--- config.mk ---
export PLATFORM = sky130hd
export DESIGN_NAME = nrp_host
export DESIGN_NICKNAME = d
export VERILOG_FILES = /design/src/design/nrp_pkg.sv /design/src/design/nrp_mem_if.sv /design/src/design/nrp_id_mem.sv /design/src/design/nrp_host.sv
export VERILOG_INCLUDE_DIRS = /design/src /design/src/design
export SDC_FILE = /design/constraint.sdc
export NUM_CORES = 1
export LEC_CHECK = 0
export ABC_AREA = 1
export BUFFER_PORTS_ARGS = -buffer_cell sky130_fd_sc_hd__buf_4
export CORE_ASPECT_RATIO = 2
export CORE_UTILIZATION = 45
export CTS_BUF_LIST = sky130_fd_sc_hd__clkbuf_8
export CTS_CLUSTER_DIAMETER = 80
export DETAILED_ROUTE_END_ITERATION = 16
export PLACE_DENSITY = 0.7
export SKIP_CTS_REPAIR_TIMING = 1
export SLEW_MARGIN = 10
export SYNTH_ARGS = -nofsm -noshare
export SYNTH_HDL_FRONTEND = slang
export SYNTH_HIERARCHICAL = 1
export SYNTH_SLANG_ARGS = --single-unit
export TNS_END_PERCENT = 1
--- constraint.sdc ---
create_clock -name ref_clk -period 3.6 [get_ports ref_clk]
set_input_delay 0.18 -clock ref_clk [delete_from_list [all_inputs] [get_ports ref_clk]]
set_output_delay 0.18 -clock ref_clk [all_outputs]
set_load 0.005 [all_outputs]
--- src/design/nrp_defs.svh ---
`ifndef NRP_DEFS_SVH
`define NRP_DEFS_SVH

// clock period
`define NRP_CLK_NS 8
// power-up recovery, least time
`define NRP_POWERUP_US 100
`define NRP_POWERUP_CYC ((`NRP_POWERUP_US * 1000 + `NRP_CLK_NS - 1) / `NRP_CLK_NS)
// strobe low and high phase, least time
`define NRP_STROBE_NS 24
`define NRP_STROBE_CYC ((`NRP_STROBE_NS + `NRP_CLK_NS - 1) / `NRP_CLK_NS)
// wait after the last write strobe before busy is trusted
`define NRP_TWB_NS 100
`define NRP_TWB_CYC ((`NRP_TWB_NS + `NRP_CLK_NS - 1) / `NRP_CLK_NS)
// extra read strobe cycles to cover the data synchroniser
`define NRP_SYNC_CYC 2

// command bytes
`define NRP_CMD_RESET 8'hff
`define NRP_CMD_STATUS 8'h70
`define NRP_CMD_READ_ID 8'h90
`define NRP_ADDR_ID 8'h00

// status and identification layout
`define NRP_STAT_READY_BIT 6
`define NRP_ID_BYTES 5
`define NRP_ID_PAGE_IDX 3
`define NRP_ID_PLANE_IDX 4

`endif

--- src/design/nrp_pkg.sv ---
package nrp_pkg;

    typedef enum logic [1:0] {
        NRP_OP_RESET,
        NRP_OP_STATUS,
        NRP_OP_READ_ID,
        NRP_OP_NONE
    } nrp_op_t;

    typedef enum logic [3:0] {
        NRP_ST_PWR,
        NRP_ST_IDLE,
        NRP_ST_CMD_LO,
        NRP_ST_CMD_HI,
        NRP_ST_ADR_LO,
        NRP_ST_ADR_HI,
        NRP_ST_WB,
        NRP_ST_WAIT_RB,
        NRP_ST_RD_LO,
        NRP_ST_RD_HI
    } nrp_state_t;

    typedef struct packed {
        nrp_state_t state;
        nrp_op_t op;
        logic [7:0] cnt;
        logic [15:0] up_cnt;
        logic [2:0] idx;
        logic pwr_ok;
        logic cle;
        logic ale;
        logic ce_b;
        logic we_b;
        logic re_b;
        logic wp_b;
        logic [7:0] io_out;
        logic io_oe;
        logic rb_s1;
        logic rb_s2;
        logic [7:0] io_s1;
        logic [7:0] io_s2;
        logic busy;
        logic ready;
        logic done;
        logic cmd_ready;
        logic [7:0] status;
        logic [7:0] page_info;
        logic [7:0] plane_info;
        logic mem_wr;
        logic [2:0] mem_addr;
        logic [7:0] mem_data;
    } nrp_host_t;

endpackage

--- src/design/nrp_mem_if.sv ---
`timescale 1ns/1ps
`default_nettype none

interface nrp_mem_if;
    logic wr_en;
    logic [2:0] wr_addr;
    logic [7:0] wr_data;
    logic [2:0] rd_addr;
    logic [7:0] rd_data;

    modport ctl (output wr_en, output wr_addr, output wr_data, output rd_addr, input rd_data);
    modport mem (input wr_en, input wr_addr, input wr_data, input rd_addr, output rd_data);
endinterface

`default_nettype wire

--- src/design/nrp_id_mem.sv ---
`timescale 1ns/1ps
`default_nettype none

module nrp_id_mem #(
    parameter int DEPTH = 5
) (
    // clock and reset
    input wire logic ref_clk,
    input wire logic rst_b,
    // memory port
    nrp_mem_if.mem mif
);
    logic [7:0] ram [DEPTH];

    always_ff @(posedge ref_clk) begin
        if (mif.wr_en) begin
            ram[mif.wr_addr] <= mif.wr_data;
        end
    end

    always_ff @(posedge ref_clk or negedge rst_b) begin
        if (!rst_b) begin
            mif.rd_data <= 8'h00;
        end else if (int'(mif.rd_addr) < DEPTH) begin
            mif.rd_data <= ram[mif.rd_addr];
        end else begin
            mif.rd_data <= 8'h00;
        end
    end
endmodule // nrp_id_mem

`default_nettype wire

--- src/design/nrp_host.sv ---
`timescale 1ns/1ps
`default_nettype none
`include "nrp_defs.svh"

module nrp_host
    import nrp_pkg::*;
#(
    parameter int POWERUP_CYC = `NRP_POWERUP_CYC
) (
    // clock and reset
    input wire logic ref_clk,
    input wire logic rst_b,
    // user command port
    input wire logic cmd_valid,
    input wire nrp_op_t cmd_op,
    input wire logic wp_release,
    output logic cmd_ready,
    output logic done,
    output logic busy,
    output logic ready,
    output logic [7:0] status,
    output logic [7:0] id_page_info,
    output logic [7:0] id_plane_info,
    input wire logic [2:0] id_rd_addr,
    output logic [7:0] id_rd_data,
    // flash pins
    output logic nand_cle,
    output logic nand_ale,
    output logic nand_ce_b,
    output logic nand_we_b,
    output logic nand_re_b,
    output logic nand_wp_b,
    output logic [7:0] nand_io_out,
    output logic nand_io_oe,
    input wire logic [7:0] nand_io_in,
    input wire logic nand_rb
);
    localparam logic [15:0] UP_END = 16'(POWERUP_CYC);
    localparam logic [7:0] STB_END = 8'(`NRP_STROBE_CYC - 1);
    localparam logic [7:0] RD_END = 8'(`NRP_STROBE_CYC + `NRP_SYNC_CYC - 1);
    localparam logic [7:0] WB_END = 8'(`NRP_TWB_CYC - 1);
    localparam logic [2:0] LAST_ID = 3'(`NRP_ID_BYTES - 1);

    nrp_host_t s;
    nrp_host_t next_s;
    nrp_mem_if mif ();

    nrp_id_mem #(.DEPTH(`NRP_ID_BYTES)) u_id_mem (
        .ref_clk(ref_clk),
        .rst_b(rst_b),
        .mif(mif)
    );

    assign mif.wr_en = s.mem_wr;
    assign mif.wr_addr = s.mem_addr;
    assign mif.wr_data = s.mem_data;
    assign mif.rd_addr = id_rd_addr;
    assign id_rd_data = mif.rd_data;

    always_comb begin
        next_s = s;
        next_s.done = 1'b0;
        next_s.mem_wr = 1'b0;
        next_s.rb_s1 = nand_rb;
        next_s.rb_s2 = s.rb_s1;
        next_s.io_s1 = nand_io_in;
        next_s.io_s2 = s.io_s1;
        next_s.busy = ~s.rb_s2;
        next_s.cnt = s.cnt + 8'h01;
        if (s.up_cnt != UP_END) begin
            next_s.up_cnt = s.up_cnt + 16'h0001;
        end
        case (s.state)
            NRP_ST_PWR: begin
                next_s.wp_b = 1'b0;
                if (s.up_cnt == UP_END) begin
                    next_s.pwr_ok = 1'b1;
                    next_s.state = NRP_ST_IDLE;
                end
            end
            NRP_ST_IDLE, NRP_ST_WAIT_RB: begin
                if (cmd_valid && (s.state == NRP_ST_IDLE || cmd_op == NRP_OP_RESET)) begin
                    // a reset may cut a pending busy wait short
                    next_s.op = cmd_op;
                    next_s.ce_b = 1'b0;
                    next_s.cle = 1'b1;
                    next_s.io_oe = 1'b1;
                    next_s.we_b = 1'b0;
                    next_s.cnt = 8'h00;
                    next_s.idx = 3'h0;
                    next_s.state = NRP_ST_CMD_LO;
                    case (cmd_op)
                        NRP_OP_RESET: next_s.io_out = `NRP_CMD_RESET;
                        NRP_OP_STATUS: next_s.io_out = `NRP_CMD_STATUS;
                        NRP_OP_READ_ID: next_s.io_out = `NRP_CMD_READ_ID;
                        default: begin
                            next_s.state = s.state;
                            next_s.ce_b = s.ce_b;
                            next_s.cle = 1'b0;
                            next_s.io_oe = 1'b0;
                            next_s.we_b = 1'b1;
                        end
                    endcase
                end else if (s.state == NRP_ST_WAIT_RB) begin
                    if (s.rb_s2) begin
                        next_s.ce_b = 1'b1;
                        next_s.done = 1'b1;
                        next_s.state = NRP_ST_IDLE;
                    end
                end else begin
                    next_s.wp_b = wp_release;
                end
            end
            NRP_ST_CMD_LO, NRP_ST_ADR_LO: begin
                if (s.cnt == STB_END) begin
                    next_s.we_b = 1'b1;
                    next_s.cnt = 8'h00;
                    next_s.state = (s.state == NRP_ST_CMD_LO) ? NRP_ST_CMD_HI : NRP_ST_ADR_HI;
                end
            end
            NRP_ST_CMD_HI: begin
                if (s.cnt == STB_END) begin
                    next_s.cle = 1'b0;
                    next_s.cnt = 8'h00;
                    if (s.op == NRP_OP_READ_ID) begin
                        next_s.ale = 1'b1;
                        next_s.io_out = `NRP_ADDR_ID;
                        next_s.we_b = 1'b0;
                        next_s.state = NRP_ST_ADR_LO;
                    end else begin
                        next_s.io_oe = 1'b0;
                        next_s.state = NRP_ST_WB;
                    end
                end
            end
            NRP_ST_ADR_HI: begin
                if (s.cnt == STB_END) begin
                    next_s.ale = 1'b0;
                    next_s.io_oe = 1'b0;
                    next_s.cnt = 8'h00;
                    next_s.state = NRP_ST_WB;
                end
            end
            NRP_ST_WB: begin
                if (s.cnt == WB_END) begin
                    next_s.cnt = 8'h00;
                    if (s.op == NRP_OP_RESET) begin
                        next_s.state = NRP_ST_WAIT_RB;
                    end else begin
                        next_s.re_b = 1'b0;
                        next_s.state = NRP_ST_RD_LO;
                    end
                end
            end
            NRP_ST_RD_LO: begin
                if (s.cnt == RD_END) begin
                    next_s.re_b = 1'b1;
                    next_s.cnt = 8'h00;
                    next_s.state = NRP_ST_RD_HI;
                    if (s.op == NRP_OP_STATUS) begin
                        next_s.status = s.io_s2;
                        next_s.ready = s.io_s2[`NRP_STAT_READY_BIT];
                    end else begin
                        next_s.mem_wr = 1'b1;
                        next_s.mem_addr = s.idx;
                        next_s.mem_data = s.io_s2;
                        if (s.idx == 3'(`NRP_ID_PAGE_IDX)) begin
                            next_s.page_info = s.io_s2;
                        end
                        if (s.idx == 3'(`NRP_ID_PLANE_IDX)) begin
                            next_s.plane_info = s.io_s2;
                        end
                    end
                end
            end
            NRP_ST_RD_HI: begin
                if (s.cnt == STB_END) begin
                    next_s.cnt = 8'h00;
                    if (s.op == NRP_OP_STATUS || s.idx == LAST_ID) begin
                        next_s.ce_b = 1'b1;
                        next_s.done = 1'b1;
                        next_s.state = NRP_ST_IDLE;
                    end else begin
                        next_s.idx = s.idx + 3'h1;
                        next_s.re_b = 1'b0;
                        next_s.state = NRP_ST_RD_LO;
                    end
                end
            end
            default: begin
                next_s.state = NRP_ST_IDLE;
            end
        endcase
        next_s.cmd_ready = (next_s.state == NRP_ST_IDLE) || (next_s.state == NRP_ST_WAIT_RB);
    end

    always_ff @(posedge ref_clk or negedge rst_b) begin
        if (!rst_b) begin
            s <= '0;
            s.state <= NRP_ST_PWR;
            s.op <= NRP_OP_NONE;
            s.ce_b <= 1'b1;
            s.we_b <= 1'b1;
            s.re_b <= 1'b1;
            s.rb_s1 <= 1'b1;
            s.rb_s2 <= 1'b1;
        end else begin
            s <= next_s;
        end
    end

    assign cmd_ready = s.cmd_ready;
    assign done = s.done;
    assign busy = s.busy;
    assign ready = s.ready;
    assign status = s.status;
    assign id_page_info = s.page_info;
    assign id_plane_info = s.plane_info;
    assign nand_cle = s.cle;
    assign nand_ale = s.ale;
    assign nand_ce_b = s.ce_b;
    assign nand_we_b = s.we_b;
    assign nand_re_b = s.re_b;
    assign nand_wp_b = s.wp_b;
    assign nand_io_out = s.io_out;
    assign nand_io_oe = s.io_oe;
endmodule // nrp_host

`default_nettype wire

==> flow_summary.yaml, run 1 <==
sta:
  fin_crit_sh: 0.585
  worst_pin_slew_ps: 996
  finalHoldViolCount: 0
  rsz0062_at_grt: "no"
  tns_ps: 0
  fin_crit_ps: 2100
  skew_ps: 16.0
  fmax_mhz: 475
  relSlewSlack: 0.331
  setup_viol: 0
  finalMaxSlewViolations: 0
  finalWorstSetupSlack_ps: 1500
route:
  num_vias: 4554
  viasPerCell: 4.96
  drc_errors: 0
  ant_nets: 0
  routedWlPerCell_um: 14.7
  drt_first_pass_iters: 4
  drt-initial-drc-count: 227
  routed_wl_mm: 13.5
layout:
  area_delta_synth_final_pct: 13.4
  diodes: 0
  num-fill-cells: 1315
  fin_util: 0.526
  drive_gt1_frac: 0.237
  finalNetCount: 744
  finalNonFillerCells: 919
power_and_ir_drop:
  p_sw_mw: 1.63
  power_per_cell_area_nw_per_um2: 588
  ir_drop_mv: 0.433
  p_leak_nw: 3.48
  pwr-share-comb: 0.267
  p_int_mw: 2.83
  pwr-share-clk: 0.283
  p_seq_frac: 0.451
  switching_share: 0.365
yosys:
  synth.ff_latch_count: 149
  yosys.area_share.xor_xnor: 0.0249
  synth_top_family_by_area: "simple AND/OR/NAND/NOR gates"
  synthAdderAreaFrac: 0.0224
  synthMuxAreaShare: 0
  syn_nets: 690
  yosys.area_share.simple: 0.208
  synth-warning-count: 6
  synth_seq_area_share: 0.588
  synth_compound_area_frac: 0.0625
  netlist_area_um2: 6690
  synth_flop_cell: "dfrtp_1"
  synth_edf_count: 40
  syn_avg_cell_area_um2: 10.1
  synth-async-reset-ratio: 0.732
  synthCells: 660
  synth.distinct_cells: 36
grt:
  grt-busiest-layer: "met2"
  grt_overflow: 0
  met2_usage: 0.350
  gr-usage-met3: 0.0423
  track_usage: 0.190
  first_global_vias: 4642
  grt_pass1_wl_mm: 22.0
  use_met1: 0.186
  grt_max_degree: 58
  antenna_found_initial: 0
worst_setup_path:
  cp_max_fo: 11
  criticalPathCategory: "flop to flop"
  cp.arrival_ps: 2430
  crit_required_ps: 3930
  r2r_slack_ps: 1500
  cp-start-kind: "flop"
  cp-end-kind: "flop"
place:
  gp_congestion: 0.915
  pre_cts_ws_ps: 1530
  port_buffers: 68
  place_inst: 877
  hpwl_mm: 9.88
floorplanning:
  die_w_um: 88.2
  die_h_um: 174
  core-area_um2: 14400
  initial_utilization: 0.464
  die_area_um2: 15400
  rows: 62
  ios: 69
clocking:
  h-tree-depth: 4
  clk_pin_slew_ps: 100
  clk_path_buf_depth: 2
  cts_buffers: 17
  cts_tree: "yes"
  clk-insertion-delay-late_ps: 450
  clkSinkCount: 149
  cts-root-buf: "clkbuf_8"
hold_path:
  min_path_type: "primary input to flop"
outcome:
  status: "completed"
job:
  cap_violations: 0
[logic make-up (layout without fill, tap and decap cells)]
logic type | after synthesis | count (layout)
XOR/XNOR | 19 | 19
adder cells (fa/ha/maj) | 12 | 12
AO/OA/AOI/OAI | 69 | 69
AND/OR/NAND/NOR | 302 | 302
flip-flops | 149 | 149
buffers and inverters | 109 | 176
[registers in the layout, indices dropped and copies added, names as in the netlist, 3 cells and up]
name                  count
id_plane_info             8
next_s                    9
mif.wr_data               8
s                        42
status                    8
u_id_mem/mif.rd_data      8
u_id_mem/ram             40
nand_io_out               4
id_page_info              8
mif.wr_addr               3
[per-layer routing]
| metal | vias up | routed length, µm |
|---|---|---|
| li1 | 2217 | - |
| met1 | 2189 | 4830 |
| met2 | 105 | 7690 |
| met3 | 43 | 402 |
| met4 | 0 | 557 |
| met5 | - | 0 |
[synthesized netlist by cell type, drive strengths merged (3+ instances only)]
library cell	number	share of area
dfrtp	102	0.38
o21bai	3	0.0039
edfxtp	40	0.18
ha	12	0.022
buf	45	0.056
a21oi	6	0.0045
o21ai	59	0.053
nand2	153	0.094
nand3	65	0.050
inv	64	0.037
nor3	8	0.0084
nand4	5	0.0047
nor2	69	0.049
xnor2	5	0.0065
xor2	14	0.018
dfstp	7	0.027
[stage by stage]
stage,instance area [µm²],power (mW),hold slack (ps)
after floorplan,6690,2.91,-116
after detailed placement,7080,3.22,288
final,7590,4.46,5.61
after CTS,7480,4.49,-213
after global placement,7080,3.19,280
after global routing,7590,4.74,8.42
[power by group through the flow]
stage	clock [mW]	sequential, mW	combinational (mW)
floorplan	0	1.97	0.937
detailed placement	0	2.04	1.18
finish	1.26	2.01	1.19
CTS	1.30	2.01	1.19
global route	1.37	2.02	1.34
global placement	0	2.03	1.16
[cell type report]
type	instances	area [µm²]	share of cell area
Tap cell	192	240	0.0317
Sequential cell	149	3940	0.519
Clock buffer	17	234	0.0308
Multi-Input combinational cell	402	2140	0.282
Timing Repair Buffer	80	626	0.0825
Inverter	64	250	0.0330
Clock inverter	15	160	0.0211
[worst paths after layout]
kind	depth (start not counted)	from	to
worst max-delay path	9	s[93]	s[97]
worst min-delay path	3	wp_release	nand_wp_b
worst max register to register	9	s[93]	s[97]
worst min register to register	0	next_s[42]	s[42]
max in group asynchronous	3	rst_b	next_s[56]
min in group asynchronous	2	rst_b	next_s[46]
[cell usage in the layout, fill, tap and decap left out, drive strengths merged, types with 2 or more instances in the layout]
master	instances
dfstp	7
xor2	14
clkinv	5
nand3	65
clkbuf	17
o21bai	3
clkinvlp	2
inv	72
dlygate4sd3	10
nand4	5
ha	12
a21oi	6
o21ai	59
nor3	8
nor2	69
nand2	153
dfrtp	102
xnor2	5
edfxtp	40
buf	70
[worst max-delay path: stages (launching register included)]
cell and delay (ps):
dfrtp_1 420, inv_1 100, ha_1 150, nand2_1 60, nor2_2 400, inv_1 190
nand2_2 140, nand3_2 110, nor3_4 320, nor2_1 90
Note: power is estimated with default switching activity, not from simulation.
==> inputs of run 2 (changes only) <==
==> constraint.sdc (replaced) <==
create_clock -name ref_clk -period 2 [get_ports ref_clk]
set_input_delay 0.1 -clock ref_clk [delete_from_list [all_inputs] [get_ports ref_clk]]
set_output_delay 0.1 -clock ref_clk [all_outputs]
set_load 0.005 [all_outputs]
==> run 2 against run 1 <==
Net effect: clock skew decreased by 4.9 ps; worst hold slack improved by 45 ps; count of clock-buffer cells in the layout rose by 1; sequential power rose by 77%; largest power group unchanged; highest routed layer unchanged.
==> flow_summary.yaml, run 2 (synthesis gave the netlist of run 1 again) <==
outcome:
  status: "completed"
layout:
  final_common_cell: "nand2_1"
  multi_input_area_um2: 2140
  fin_area_um2: 7770
  largest_register_ffs: 42
  top_register: "s"
  area_delta_synth_final_pct: 16.2
  finalNetCount: 764
  diodes: 0
  seqCellArea_um2: 3940
  num-fill-cells: 1303
  final_cell_mix: "nand2_1 (138), dfrtp_1 (102), buf_4 (83)"
  drive_gt1_frac: 0.252
worst_setup_path:
  cp-end-kind: "flop"
  r2r_slack_ps: 110
  cp.arrival_ps: 2250
  criticalPathCategory: "flop to flop"
  cp-start-kind: "flop"
  crit_required_ps: 2360
  cpMostUsedCell: "nor2_2"
  critPathMaxStageDelay_ps: 440
  cp_max_fo: 6
  worst_path_max_delay_cell: "dfrtp_1"
  worstPathCellList: "buf_4 -> inv_1 -> nand2_1 -> nor2_2 -> nor2_2 -> nor2_1 -> nor3_1 -> nand3_1 -> o21ai_0"
grt:
  first_global_vias: 4606
  grt_max_degree: 47
  grt_pass1_wl_mm: 22.0
  grt_overflow: 0
  track_usage: 0.190
  antenna_found_initial: 0
floorplanning:
  initial_utilization: 0.464
  core-area_um2: 14400
  die_h_um: 174
  die_area_um2: 15400
  rows: 62
  ios: 69
  die_w_um: 88.2
clocking:
  clk_pin_slew_ps: 90
  h-tree-depth: 4
  clk-insertion-delay-late_ps: 440
  clkSinkCount: 149
  cts-root-buf: "clkbuf_8"
  cts_buffers: 17
  cts_tree: "yes"
  clk_path_buf_depth: 2
power_and_ir_drop:
  p_seq_frac: 0.432
  power_per_cell_area_nw_per_um2: 1060
  p_int_mw: 5.33
  switching_share: 0.351
  ir_drop_mv: 0.803
  pwr-share-clk: 0.275
  p_leak_nw: 3.58
  pwr-share-comb: 0.292
  p_sw_mw: 2.88
sta:
  finalHoldViolCount: 0
  fin_crit_sh: 0.943
  skew_ps: 11.2
  relSlewSlack: 0.602
  finalMaxSlewViolations: 0
  rsz0062_at_grt: "yes"
  setup_viol: 0
  worst_pin_slew_ps: 597
  worst_hold_slack_ps: 50.3
  fmax_mhz: 530
  fin_crit_ps: 1890
route:
  num_vias: 4604
  routedWlPerCell_um: 14.4
  drc_errors: 0
  routed_wl_mm: 13.5
  viasPerCell: 4.90
  drt-initial-drc-count: 228
  drt_first_pass_iters: 4
  ant_nets: 0
job:
  cap_violations: 0
hold_path:
  min_path_type: "primary input to flop"
place:
  placed_cell_area_um2: 7220
  gp_congestion: 0.977
  hpwl_mm: 10.1
  port_buffers: 68
run 2: power by group through the flow:
stage / Clock, mW / Sequential [mW] / Combinational (mW)
final: 2.26 / 3.55 / 2.40
after global routing: 2.45 / 3.58 / 2.65
after CTS: 2.33 / 3.55 / 2.37
after detailed placement: 0 / 3.62 / 2.36
after global placement: 0 / 3.60 / 2.34
after floorplan: 0 / 3.55 / 1.69
run 2: cell type report:
class	instances	area share
Timing Repair Buffer	99	0.103
Sequential cell	149	0.506
Tap cell	192	0.0309
Clock buffer	18	0.0319
Inverter	64	0.0327
Multi-Input combinational cell	402	0.276
Clock inverter	14	0.0183
Timing Repair inverter	1	0.000966
run 2: worst paths after layout:
check | cells past startpoint | end | startpoint
setup / recovery | 9 | nand_io_oe | s[104]
hold / removal | 4 | u_id_mem/mif.rd_data[0] | id_rd_addr[1]
setup reg to reg | 9 | nand_io_oe | s[104]
hold reg to reg | 0 | s[47] | next_s[47]
max in group asynchronous | 3 | next_s[56] | rst_b
min in group asynchronous | 2 | next_s[44] | rst_b
run 2: metrics by stage:
| step | worst slack [ps] | TNS (ps) | utilization | instances | power (mW) |
|---|---|---|---|---|---|
| 2_1_floorplan | 330 | 0 | - | 660 | 5.24 |
| 3_3_place_gp | 123 | 0 | 0.500 | 892 | 5.94 |
| 3_5_place_dp | 102 | 0 | 0.500 | 892 | 5.98 |
| 4_1_cts | 77.5 | 0 | 0.527 | 924 | 8.25 |
| 5_1_grt | -5.41 | -5.41 | 0.539 | 939 | 8.68 |
| 6_report | 115 | 0 | 0.539 | 939 | 8.21 |
run 2: layer usage:
layer / vias to the layer above / wire [µm] / global-route usage
li1: 2251 / - / -
met1: 2226 / 4860 / 0.193
met2: 94 / 7770 / 0.344
met5: - / 0 / 0
met4: 0 / 517 / 0.109
met3: 33 / 381 / 0.0413
run 2: worst max-delay path: cells and delay by family, from the launching register on:
family,cells,cell delay (ps)
buffers and inverters,2,290
AND/OR/NAND/NOR,6,960
AO/OA/AOI/OAI,1,130
flip-flops,1,440
